File: config.mk
export PLATFORM = sky130hd
export DESIGN_NAME = rtc_watchdog_interrupt_output
export DESIGN_NICKNAME = d
export VERILOG_FILES = /design/src/rtc_irq_pkg.sv /design/src/xtal_tick_if.sv /design/src/rtc_watchdog_interrupt_output.sv /design/src/xtal_divider.sv
export SDC_FILE = /design/constraint.sdc
export NUM_CORES = 1
export LEC_CHECK = 0
export BUFFER_PORTS_ARGS = -buffer_cell sky130_fd_sc_hd__buf_2
export CORE_MARGIN = 5
export CORE_UTILIZATION = 60
export CTS_BUF_LIST = sky130_fd_sc_hd__clkbuf_8
export DETAILED_ROUTE_END_ITERATION = 7
export GPL_TIMING_DRIVEN = 0
export PLACE_DENSITY = 0.83
export RECOVER_POWER = 25
export SLEW_MARGIN = 20
export SYNTH_ARGS = -nofsm -noshare
export SYNTH_HDL_FRONTEND = slang
export SYNTH_HIERARCHICAL = 1
export SYNTH_SLANG_ARGS = --single-unit
File: constraint.sdc
create_clock -name clk -period 2.8 [get_ports clk]
set_input_delay 0.28 -clock clk [delete_from_list [all_inputs] [get_ports clk]]
set_output_delay 0.28 -clock clk [all_outputs]
set_load 0.05 [all_outputs]
File: src/rtc_irq_pkg.sv
package rtc_irq_pkg;

  // ------------------------------------------------------------
  // Register offsets
  // ------------------------------------------------------------
  localparam logic [3:0] OFS_EVENT_FLAGS = 4'h0;
  localparam logic [3:0] OFS_INTERRUPT_CONTROL = 4'h6;
  localparam logic [3:0] OFS_WATCHDOG_CONTROL = 4'h7;

  // ------------------------------------------------------------
  // Flags field positions
  // ------------------------------------------------------------
  localparam int FLG_WATCHDOG = 7;
  localparam int FLG_ALARM = 6;
  localparam int FLG_POWER_FAIL = 5;
  localparam int FLG_OSC_STOPPED = 4;
  localparam int FLG_BACKUP_LOST = 3;
  localparam int FLG_CAL_OUT = 2;
  localparam int FLG_UPDATE_UNLOCK = 1;

  // ------------------------------------------------------------
  // Interrupt control field positions
  // ------------------------------------------------------------
  localparam int ICT_WATCHDOG_EN = 7;
  localparam int ICT_ALARM_EN = 6;
  localparam int ICT_POWERFAIL_EN = 5;
  localparam int ICT_WAVE_EN = 4;
  localparam int ICT_ACTIVE_HIGH = 3;
  localparam int ICT_PULSE_MODE = 2;
  localparam int ICT_FREQ_HI = 1;
  localparam int ICT_FREQ_LO = 0;

  // ------------------------------------------------------------
  // Watchdog control field positions
  // ------------------------------------------------------------
  localparam int WDC_KICK = 7;
  localparam int WDC_LOCK = 6;
  localparam int WDC_TIMEOUT_MSB = 5;

  // ------------------------------------------------------------
  // Reset values
  // ------------------------------------------------------------
  localparam logic [7:0] RST_EVENT_FLAGS = 8'h00;
  localparam logic [7:0] RST_INTERRUPT_CONTROL = 8'h08;
  localparam logic [5:0] RST_TIMEOUT = 6'h00;
  localparam logic [14:0] RST_DIVIDER = 15'h0000;

  // ------------------------------------------------------------
  // Timing
  // ------------------------------------------------------------
  localparam int XTAL_HZ = 32768;
  localparam int WATCHDOG_TICK_HZ = 32;
  localparam int TICK_DIV = XTAL_HZ / WATCHDOG_TICK_HZ;
  localparam logic [9:0] TICK_LAST = 10'(TICK_DIV - 1);
  localparam int PULSE_MS = 200;
  localparam int PULSE_XTAL_CYCLES = (PULSE_MS * XTAL_HZ) / 1000;

  // ------------------------------------------------------------
  // Power-up sequencing
  // ------------------------------------------------------------
  typedef enum logic [1:0] {
    ST_CAPTURE = 2'b01,
    ST_RUN = 2'b10
  } boot_state_e;

endpackage

File: src/xtal_tick_if.sv
`timescale 1ns/1ps
`default_nettype none
interface xtal_tick_if;
  logic xtal_edge;
  logic xtal_level;
  logic [14:0] div;
  modport src (output xtal_edge, output xtal_level, output div);
  modport sink (input xtal_edge, input xtal_level, input div);
endinterface
`default_nettype wire
File: src/rtc_watchdog_interrupt_output.sv
// Summary of operation
// - Watchdog counter decrements once per 32 Hz tick; stalls while oscillator stopped.
// - At power-up the stored timeout loads the counter and counting starts.
// - Writing one to the kick bit reloads the counter and restarts countdown.
// - Counter reaching zero sets the expired flag and may request interrupt.
// - Timeout field writes accepted only when the lock bit written with them is zero.
// - Timeout value zero disables the watchdog entirely.
// - Watchdog enable routes timeout to the pin; flags read clears both.
// - Alarm or power-fail enable at zero only sets the flag.
// - Frequency select: 00 1 Hz, 01 512 Hz, 10 4096 Hz, 11 32768 Hz.
// - Wave enable and frequency bits restored from nonvolatile storage at power-up.
// - No square wave and no interrupt while on backup power.
// - Host register access blocked on backup; timekeeping keeps running.
// - Backup voltage failure sets backup-lost flag at next power-up.
// - Interrupt only when a flag and its enable bit are both set.
// - Pulse mode drives the pin active about 200 ms per interrupt.
// - Level mode holds the pin active until the flags register is read.
// - Polarity one: active high, push-pull for calibration and square wave, released while no source is active; zero: active low open drain.
// - Pin priority: calibration, square wave, interrupts; otherwise high impedance.
// - Flags read clears watchdog, alarm, power-fail and backup-lost flags and returns pin inactive, cutting pulses short.
// - Power-up clears flags except oscillator-stopped and backup-lost, which take their detected state.
// - Watchdog, alarm and power-fail events set their flags for polling.
// - Calibration output bit toggles the pin at nominal 512 Hz.
// - Flag changes staged under unlock bit; applied when it returns to zero.
// - Alarm match from the comparator sets the alarm match flag.
`timescale 1ns/1ps
`default_nettype none
module rtc_watchdog_interrupt_output
  import rtc_irq_pkg::*;
#(
  parameter int PULSE_CYCLES = rtc_irq_pkg::PULSE_XTAL_CYCLES
)
(
  // Clock and reset
  input wire logic clk,
  input wire logic sys_rst,
  // Register port
  input wire logic [3:0] reg_addr,
  input wire logic [7:0] reg_wdata,
  input wire logic reg_wr,
  input wire logic reg_rd,
  output logic [7:0] reg_rdata,
  output logic reg_rvalid,
  // Oscillator and power monitors
  input wire logic xtal_in,
  input wire logic main_fail,
  input wire logic on_backup,
  // Power-up state
  input wire logic [7:0] nv_interrupt_control,
  input wire logic [5:0] nv_timeout,
  input wire logic osc_failed_at_powerup,
  input wire logic backup_failed_at_powerup,
  // Alarm comparator
  input wire logic alarm_match,
  // Interrupt pin
  output logic int_out,
  output logic int_oe
);

  // ------------------------------------------------------------
  // Divider taps
  // ------------------------------------------------------------
  xtal_tick_if taps ();

  xtal_divider u_div (
    .clk(clk),
    .sys_rst(sys_rst),
    .xtal_in(xtal_in),
    .taps(taps)
  );

  function automatic logic wave_of(input logic [1:0] sel, input logic [14:0] d, input logic x);
    logic r;
    r = 1'b0;
    unique case (sel)
      2'b00: r = d[14];
      2'b01: r = d[5];
      2'b10: r = d[2];
      2'b11: r = x;
    endcase
    return r;
  endfunction

  wire logic tick32 = taps.xtal_edge && (taps.div[9:0] == TICK_LAST);

  // ------------------------------------------------------------
  // Power-up capture
  // ------------------------------------------------------------
  boot_state_e state;
  wire logic capture = state == ST_CAPTURE;

  always_ff @(posedge clk) begin
    if (sys_rst) begin
      state <= ST_CAPTURE;
    end else begin
      unique case (state)
        ST_CAPTURE: state <= ST_RUN;
        ST_RUN: state <= ST_RUN;
      endcase
    end
  end

  // ------------------------------------------------------------
  // Main supply fail synchroniser
  // ------------------------------------------------------------
  logic [2:0] pf_sync;
  logic pf_level;
  wire logic pf_agree = pf_sync[1] == pf_sync[2];
  wire logic pf_event = pf_agree && pf_sync[2] && !pf_level;

  always_ff @(posedge clk) begin
    if (sys_rst) begin
      pf_sync <= 3'h0;
      pf_level <= 1'b0;
    end else begin
      pf_sync <= {pf_sync[1:0], main_fail};
      if (pf_agree) begin
        pf_level <= pf_sync[2];
      end
    end
  end

  // ------------------------------------------------------------
  // Register port decode
  // ------------------------------------------------------------
  wire logic host_ok = !on_backup && !capture;
  wire logic wr_ok = reg_wr && host_ok;
  wire logic rd_ok = reg_rd && host_ok;
  wire logic wr_flags = wr_ok && (reg_addr == OFS_EVENT_FLAGS);
  wire logic wr_ictl = wr_ok && (reg_addr == OFS_INTERRUPT_CONTROL);
  wire logic wr_wdc = wr_ok && (reg_addr == OFS_WATCHDOG_CONTROL);
  wire logic rd_flags = rd_ok && (reg_addr == OFS_EVENT_FLAGS);

  // ------------------------------------------------------------
  // Control registers
  // ------------------------------------------------------------
  logic [7:0] ictl;
  logic lock;
  logic [5:0] timeout;
  wire logic kick = wr_wdc && reg_wdata[WDC_KICK];
  wire logic take_timeout = wr_wdc && !reg_wdata[WDC_LOCK];
  wire logic [5:0] next_timeout = take_timeout ? reg_wdata[WDC_TIMEOUT_MSB:0] : timeout;

  always_ff @(posedge clk) begin
    if (sys_rst) begin
      ictl <= RST_INTERRUPT_CONTROL;
      lock <= 1'b0;
      timeout <= RST_TIMEOUT;
    end else if (capture) begin
      ictl <= nv_interrupt_control;
      timeout <= nv_timeout;
    end else begin
      if (wr_ictl) begin
        ictl <= reg_wdata;
      end
      if (wr_wdc) begin
        lock <= reg_wdata[WDC_LOCK];
      end
      timeout <= next_timeout;
    end
  end

  // ------------------------------------------------------------
  // Watchdog counter
  // ------------------------------------------------------------
  logic [5:0] count;
  logic load_pending;
  wire logic wd_live = timeout != 6'h00;
  wire logic wd_expire = wd_live && !load_pending && !kick && tick32 && (count == 6'h01);

  always_ff @(posedge clk) begin
    if (sys_rst) begin
      count <= RST_TIMEOUT;
      load_pending <= 1'b1;
    end else if (capture) begin
      load_pending <= 1'b1;
    end else if (load_pending || kick) begin
      count <= next_timeout;
      load_pending <= 1'b0;
    end else if (tick32 && wd_live) begin
      // Free running: expiry reloads so the next period starts at once
      count <= (count <= 6'h01) ? timeout : count - 6'h01;
    end
  end

  // ------------------------------------------------------------
  // Event flags
  // ------------------------------------------------------------
  logic flag_wd, flag_alarm, flag_pf, flag_osc, flag_bpf, flag_cal, unlock;
  logic stage_cal, stage_osc, stage_bpf;
  wire logic apply_flags = wr_flags && unlock && !reg_wdata[FLG_UPDATE_UNLOCK];

  // Events win over a same-cycle read clear
  always_ff @(posedge clk) begin
    if (sys_rst) begin
      flag_wd <= RST_EVENT_FLAGS[FLG_WATCHDOG];
      flag_alarm <= RST_EVENT_FLAGS[FLG_ALARM];
      flag_pf <= RST_EVENT_FLAGS[FLG_POWER_FAIL];
      flag_osc <= RST_EVENT_FLAGS[FLG_OSC_STOPPED];
      flag_bpf <= RST_EVENT_FLAGS[FLG_BACKUP_LOST];
    end else if (capture) begin
      flag_osc <= osc_failed_at_powerup;
      flag_bpf <= backup_failed_at_powerup;
    end else begin
      flag_wd <= wd_expire || (flag_wd && !rd_flags);
      flag_alarm <= alarm_match || (flag_alarm && !rd_flags);
      flag_pf <= pf_event || (flag_pf && !rd_flags);
      if (apply_flags) begin
        flag_osc <= stage_osc;
        flag_bpf <= stage_bpf && !rd_flags;
      end else if (rd_flags) begin
        flag_bpf <= 1'b0;
      end
    end
  end

  always_ff @(posedge clk) begin
    if (sys_rst) begin
      flag_cal <= RST_EVENT_FLAGS[FLG_CAL_OUT];
      unlock <= RST_EVENT_FLAGS[FLG_UPDATE_UNLOCK];
      stage_cal <= 1'b0;
      stage_osc <= 1'b0;
      stage_bpf <= 1'b0;
    end else if (wr_flags) begin
      unlock <= reg_wdata[FLG_UPDATE_UNLOCK];
      if (reg_wdata[FLG_UPDATE_UNLOCK]) begin
        stage_cal <= reg_wdata[FLG_CAL_OUT];
        stage_osc <= reg_wdata[FLG_OSC_STOPPED];
        stage_bpf <= reg_wdata[FLG_BACKUP_LOST];
      end
      if (apply_flags) begin
        flag_cal <= stage_cal;
      end
    end
  end

  wire logic [7:0] flags_word = {flag_wd, flag_alarm, flag_pf, flag_osc, flag_bpf, flag_cal, unlock, 1'b0};

  // ------------------------------------------------------------
  // Read data
  // ------------------------------------------------------------
  wire logic [7:0] rd_mux = (reg_addr == OFS_EVENT_FLAGS) ? flags_word :
                            (reg_addr == OFS_INTERRUPT_CONTROL) ? ictl :
                            (reg_addr == OFS_WATCHDOG_CONTROL) ? {1'b0, lock, timeout} : 8'h00;

  always_ff @(posedge clk) begin
    if (sys_rst) begin
      reg_rdata <= 8'h00;
      reg_rvalid <= 1'b0;
    end else begin
      reg_rvalid <= rd_ok;
      if (rd_ok) begin
        reg_rdata <= rd_mux;
      end
    end
  end

  // ------------------------------------------------------------
  // Interrupt combiner
  // ------------------------------------------------------------
  wire logic req_wd = flag_wd && ictl[ICT_WATCHDOG_EN];
  wire logic req_alarm = flag_alarm && ictl[ICT_ALARM_EN];
  wire logic req_pf = flag_pf && ictl[ICT_POWERFAIL_EN];
  wire logic irq_req = (req_wd || req_alarm || req_pf) && !on_backup;
  logic irq_prev;
  logic [15:0] pulse_left;
  wire logic irq_rise = irq_req && !irq_prev;
  wire logic pulse_mode = ictl[ICT_PULSE_MODE];
  wire logic pulse_run = pulse_left != 16'h0000;

  // Pulse stretches past the flag but dies on a flags read
  always_ff @(posedge clk) begin
    if (sys_rst) begin
      irq_prev <= 1'b0;
      pulse_left <= 16'h0000;
    end else begin
      irq_prev <= irq_req;
      if (rd_flags || !pulse_mode || on_backup) begin
        pulse_left <= 16'h0000;
      end else if (irq_rise) begin
        pulse_left <= 16'(PULSE_CYCLES);
      end else if (pulse_run && taps.xtal_edge) begin
        pulse_left <= pulse_left - 16'h0001;
      end
    end
  end

  wire logic irq_active = pulse_mode ? pulse_run : irq_req;

  // ------------------------------------------------------------
  // Pin driver
  // ------------------------------------------------------------
  wire logic active_high = ictl[ICT_ACTIVE_HIGH];
  wire logic cal_sel = flag_cal && !on_backup;
  wire logic wave_sel = ictl[ICT_WAVE_EN] && !on_backup;
  wire logic wave = wave_of(ictl[ICT_FREQ_HI:ICT_FREQ_LO], taps.div, taps.xtal_level);
  wire logic osc_src = cal_sel ? taps.div[5] : wave;
  logic next_out, next_oe;

  always_comb begin
    next_out = 1'b0;
    next_oe = 1'b0;
    if (cal_sel || wave_sel) begin
      next_out = active_high && osc_src;
      next_oe = active_high || !osc_src;
    end else if (irq_active) begin
      next_out = active_high;
      next_oe = 1'b1;
    end
  end

  // Pin drive of either polarity only while not on backup power
  always_ff @(posedge clk) begin
    if (sys_rst) begin
      int_out <= 1'b0;
      int_oe <= 1'b0;
    end else begin
      int_out <= next_out && !on_backup;
      int_oe <= next_oe && !on_backup;
    end
  end

endmodule
`default_nettype wire

File: src/xtal_divider.sv
`timescale 1ns/1ps
`default_nettype none
module xtal_divider
  import rtc_irq_pkg::*;
(
  // Clock and reset
  input wire logic clk,
  input wire logic sys_rst,
  // Crystal oscillator output
  input wire logic xtal_in,
  // Divided taps
  xtal_tick_if.src taps
);

  // ------------------------------------------------------------
  // Synchroniser and edge qualification
  // ------------------------------------------------------------
  logic [2:0] sync;
  logic level;
  logic [14:0] div;
  wire logic agree = sync[1] == sync[2];
  wire logic rise = agree && sync[2] && !level;

  always_ff @(posedge clk) begin
    if (sys_rst) begin
      sync <= 3'h0;
      level <= 1'b0;
    end else begin
      sync <= {sync[1:0], xtal_in};
      if (agree) begin
        level <= sync[2];
      end
    end
  end

  // ------------------------------------------------------------
  // Ripple-free divider chain
  // ------------------------------------------------------------
  // A stopped crystal produces no edges, so every tap freezes
  always_ff @(posedge clk) begin
    if (sys_rst) begin
      div <= RST_DIVIDER;
    end else if (rise) begin
      div <= div + 15'h0001;
    end
  end

  assign taps.xtal_edge = rise;
  assign taps.xtal_level = level;
  assign taps.div = div;

endmodule
`default_nettype wire

==> qor.txt <==
P per Cell Area: 519 nW/um^2
post-CTS resize count: 0
die footprint: 8560 um^2
Worst Skew: 0.00878 ns
Slew Limit Fails: 0
drc violations: 0
Netlist cell types: 61
first-pass GRT wire length: 17300 um
# Max-Cap Violations: 0
Fillers: 541
total length of routed wires: 10300 um
Yosys warnings: 6
count of antenna diodes in the layout: 0
fin crit share: 91.4%
Post-synth top flop: dfxtp_1
worst vdd ir: 408 uV
DRT iter0 DRCs: 263
Rel. slew slack: 38.4%
post-CTS setup repair buffer count: 0
routed vias: 3852
total iterations of the first detailed-routing run: 6
Setup TNS: 0 ns
RSZ-0062 raised after global routing: false
GRT overflow: 0
vias in the first global route: 3639
asr flop ratio synth: 0%
register area share after synthesis: 41.7%
layout cell share with drive strength beyond 1: 13.8%
WL/cell: 17.0 um
Post-Synthesis Cells: 468
CTS tree: built
largest net degree at the start of global routing: 17
clk slew on worst S/H paths: 0.09 ns
CTS buffer count: 9
syn avg cell area: 8.73 um^2
Hold Path Class: in -> reg
Die Width: 92.5 um
Hold-fix buffers, CTS: 0
Crit path arrival time: 2.80 ns
io pins: 47
Final min period: 2.56 ns
status: finished clean
total core area: 6720 um^2
f_max: 391 MHz
EDFF count, synth: 0
Crit path required time: 3.04 ns
FP Rows: 30
Cell Area, Synth: 4090 um^2
Worst-Margin Slew: 0.917 ns
CP Capture Type: flop
Critical Path Fanout Max: 8
reg2reg setup slack: 0.24 ns
worst-case clock buffer depth: 2
global router's overall resource usage: 25.0%
initial antenna violation count: 0
Startpoint Class: flop
Final setup viols: 0
HPWL Detailed: 7490 um
Seq cells post-synth: 85
Root Driver: clkbuf_8
post-route ant nets: 0
Area Growth Syn to Fin: 12.0%
starting density of the core: 60.8%
GP Congestion: 0.941
Min Hold Slack: 0.122 ns
Core Util, Final: 68.1%
syn nets: 511
Clock Latency Late Sink: 0.36 ns
clk sinks: 85
Max H-tree Level: 3
critical path class: reg -> reg
Leakage Power: 1.68 nW
Net count, final: 567
final hold vios: 0
# port buffers: 45
post-DR vias/cell: 6.33
die height: 92.5 um
state kept, by name (all words and copies together), names as in the netlist, 2 cells and up:
register	cells
count	6
ictl	8
pf_sync	3
pulse_left	16
reg_rdata	8
state	2
timeout	6
u_div/sync	3
u_div/taps.div	15
layer usage:
metal	vias to the layer above	wire length, um	track usage, %
li1	1839	-	-
met4	0	320	10.1
met3	29	825	5.85
met2	201	4890	40.1
met1	1783	4290	32.5
met5	-	0	0
per-stage QoR:
step                cells  area, um^2  total power [W]  worst slack (ns)
finish                609        4580          0.00237             0.242
global route          609        4580          0.00249            0.0415
CTS                   609        4590          0.00239             0.253
detailed placement    593        4410          0.00158             0.307
global placement      593        4410          0.00157             0.362
floorplan             468        4090          0.00149             0.625
layout make-up:
class	instances	area, um^2	share of cell area, %
plain buffers	20	83.8	1.83
multi-input cells	354	2270	49.5
inverters	9	33.8	0.738
clock buffers	9	124	2.71
clock inverters	7	56.3	1.23
flip-flops and latches	85	1700	37.2
well taps	80	100	2.19
repair buffers	45	210	4.59
critical path, stage by stage (launching register included):
cell	delay [ns]
dfxtp_1	0.36
ha_1	0.27
nor2b_1	0.51
or4b_4	0.56
nor2_4	0.20
nor4b_1	0.32
xnor2_1	0.17
nor2_1	0.05
cells in the mapped netlist (2+ instances only):
cell type,instances,share of area (%)
a211oi_1,8,1.5
a21oi_1,26,3.2
a221o_1,3,0.74
a221oi_1,4,0.86
a22oi_1,4,0.74
a311oi_1,8,1.7
a31oi_1,5,0.77
buf_1,4,0.37
buf_2,7,0.86
clkbuf_1,9,0.83
dfxtp_1,85,42
ha_1,7,2.1
inv_1,8,0.74
mux2_2,5,1.4
mux2i_1,17,4.2
nand2_1,41,3.8
nand2b_1,4,0.61
nand3_1,16,2.0
nand3b_1,6,1.1
nand4_1,12,1.8
nand4b_1,2,0.43
nor2_1,66,6.1
nor2b_1,15,2.3
nor3_1,11,1.3
nor3b_1,4,0.74
nor4_1,9,1.4
o21ai_0,10,1.2
o22ai_1,2,0.31
o31ai_1,9,1.7
or3_1,6,0.92
or3_2,2,0.37
or4_1,8,1.5
xnor2_1,8,1.7
xor2_1,10,2.1
cells by family (layout without fill, tap and decap cells):
| family | count (synthesis) | after routing | synth area share (%) |
|---|---|---|---|
| AO/OA/AOI/OAI | 97 | 97 | 17.1 |
| XOR/XNOR | 18 | 18 | 3.86 |
| adder cells (fa/ha/maj) | 7 | 7 | 2.14 |
| buffers and inverters | 29 | 90 | 2.88 |
| flip-flops | 85 | 85 | 41.7 |
| multiplexers | 22 | 22 | 5.54 |
| AND/OR/NAND/NOR | 210 | 210 | 26.8 |
power by group:
part,internal [W],switching (W),leakage (nW)
Clock,0.000335,0.000482,0.0910
Sequential,0.00125,0.0000360,0.692
Combinational,0.000103,0.000171,0.900
worst paths after layout:
path / endpoint / startpoint / depth (start not counted)
worst min-delay path: pf_sync[0] / main_fail / 2
worst max register to register: pulse_left[15] / u_div/sync[1] / 7
worst max-delay path: pulse_left[15] / u_div/sync[1] / 7
worst min register to register: u_div/sync[1] / u_div/sync[0] / 1
cells in the final DEF, fill, tap and decap left out, drive strengths merged, types with 3 or more instances in the layout:
cell type | netlist | layout
a31oi | 5 | 5
a21oi | 26 | 26
or3 | 8 | 8
nor2 | 67 | 67
a211oi | 8 | 8
o31ai | 10 | 10
ha | 7 | 7
a221oi | 4 | 4
or4 | 8 | 8
nor2b | 15 | 15
a311oi | 8 | 8
nor4 | 9 | 9
mux2i | 17 | 17
inv | 8 | 12
nand2 | 41 | 41
xor2 | 10 | 10
nor3b | 4 | 4
nand2b | 4 | 4
nor3 | 11 | 11
buf | 11 | 42
nand4 | 12 | 12
a22oi | 4 | 4
nand4b | 3 | 3
dfxtp | 85 | 85
clkbuf | 9 | 32
o21ai | 11 | 11
nand3b | 6 | 6
clkinv | 1 | 3
mux2 | 5 | 5
xnor2 | 8 | 8
nand3 | 16 | 16
a221o | 3 | 3
Note: power is estimated with default switching activity, not from simulation.
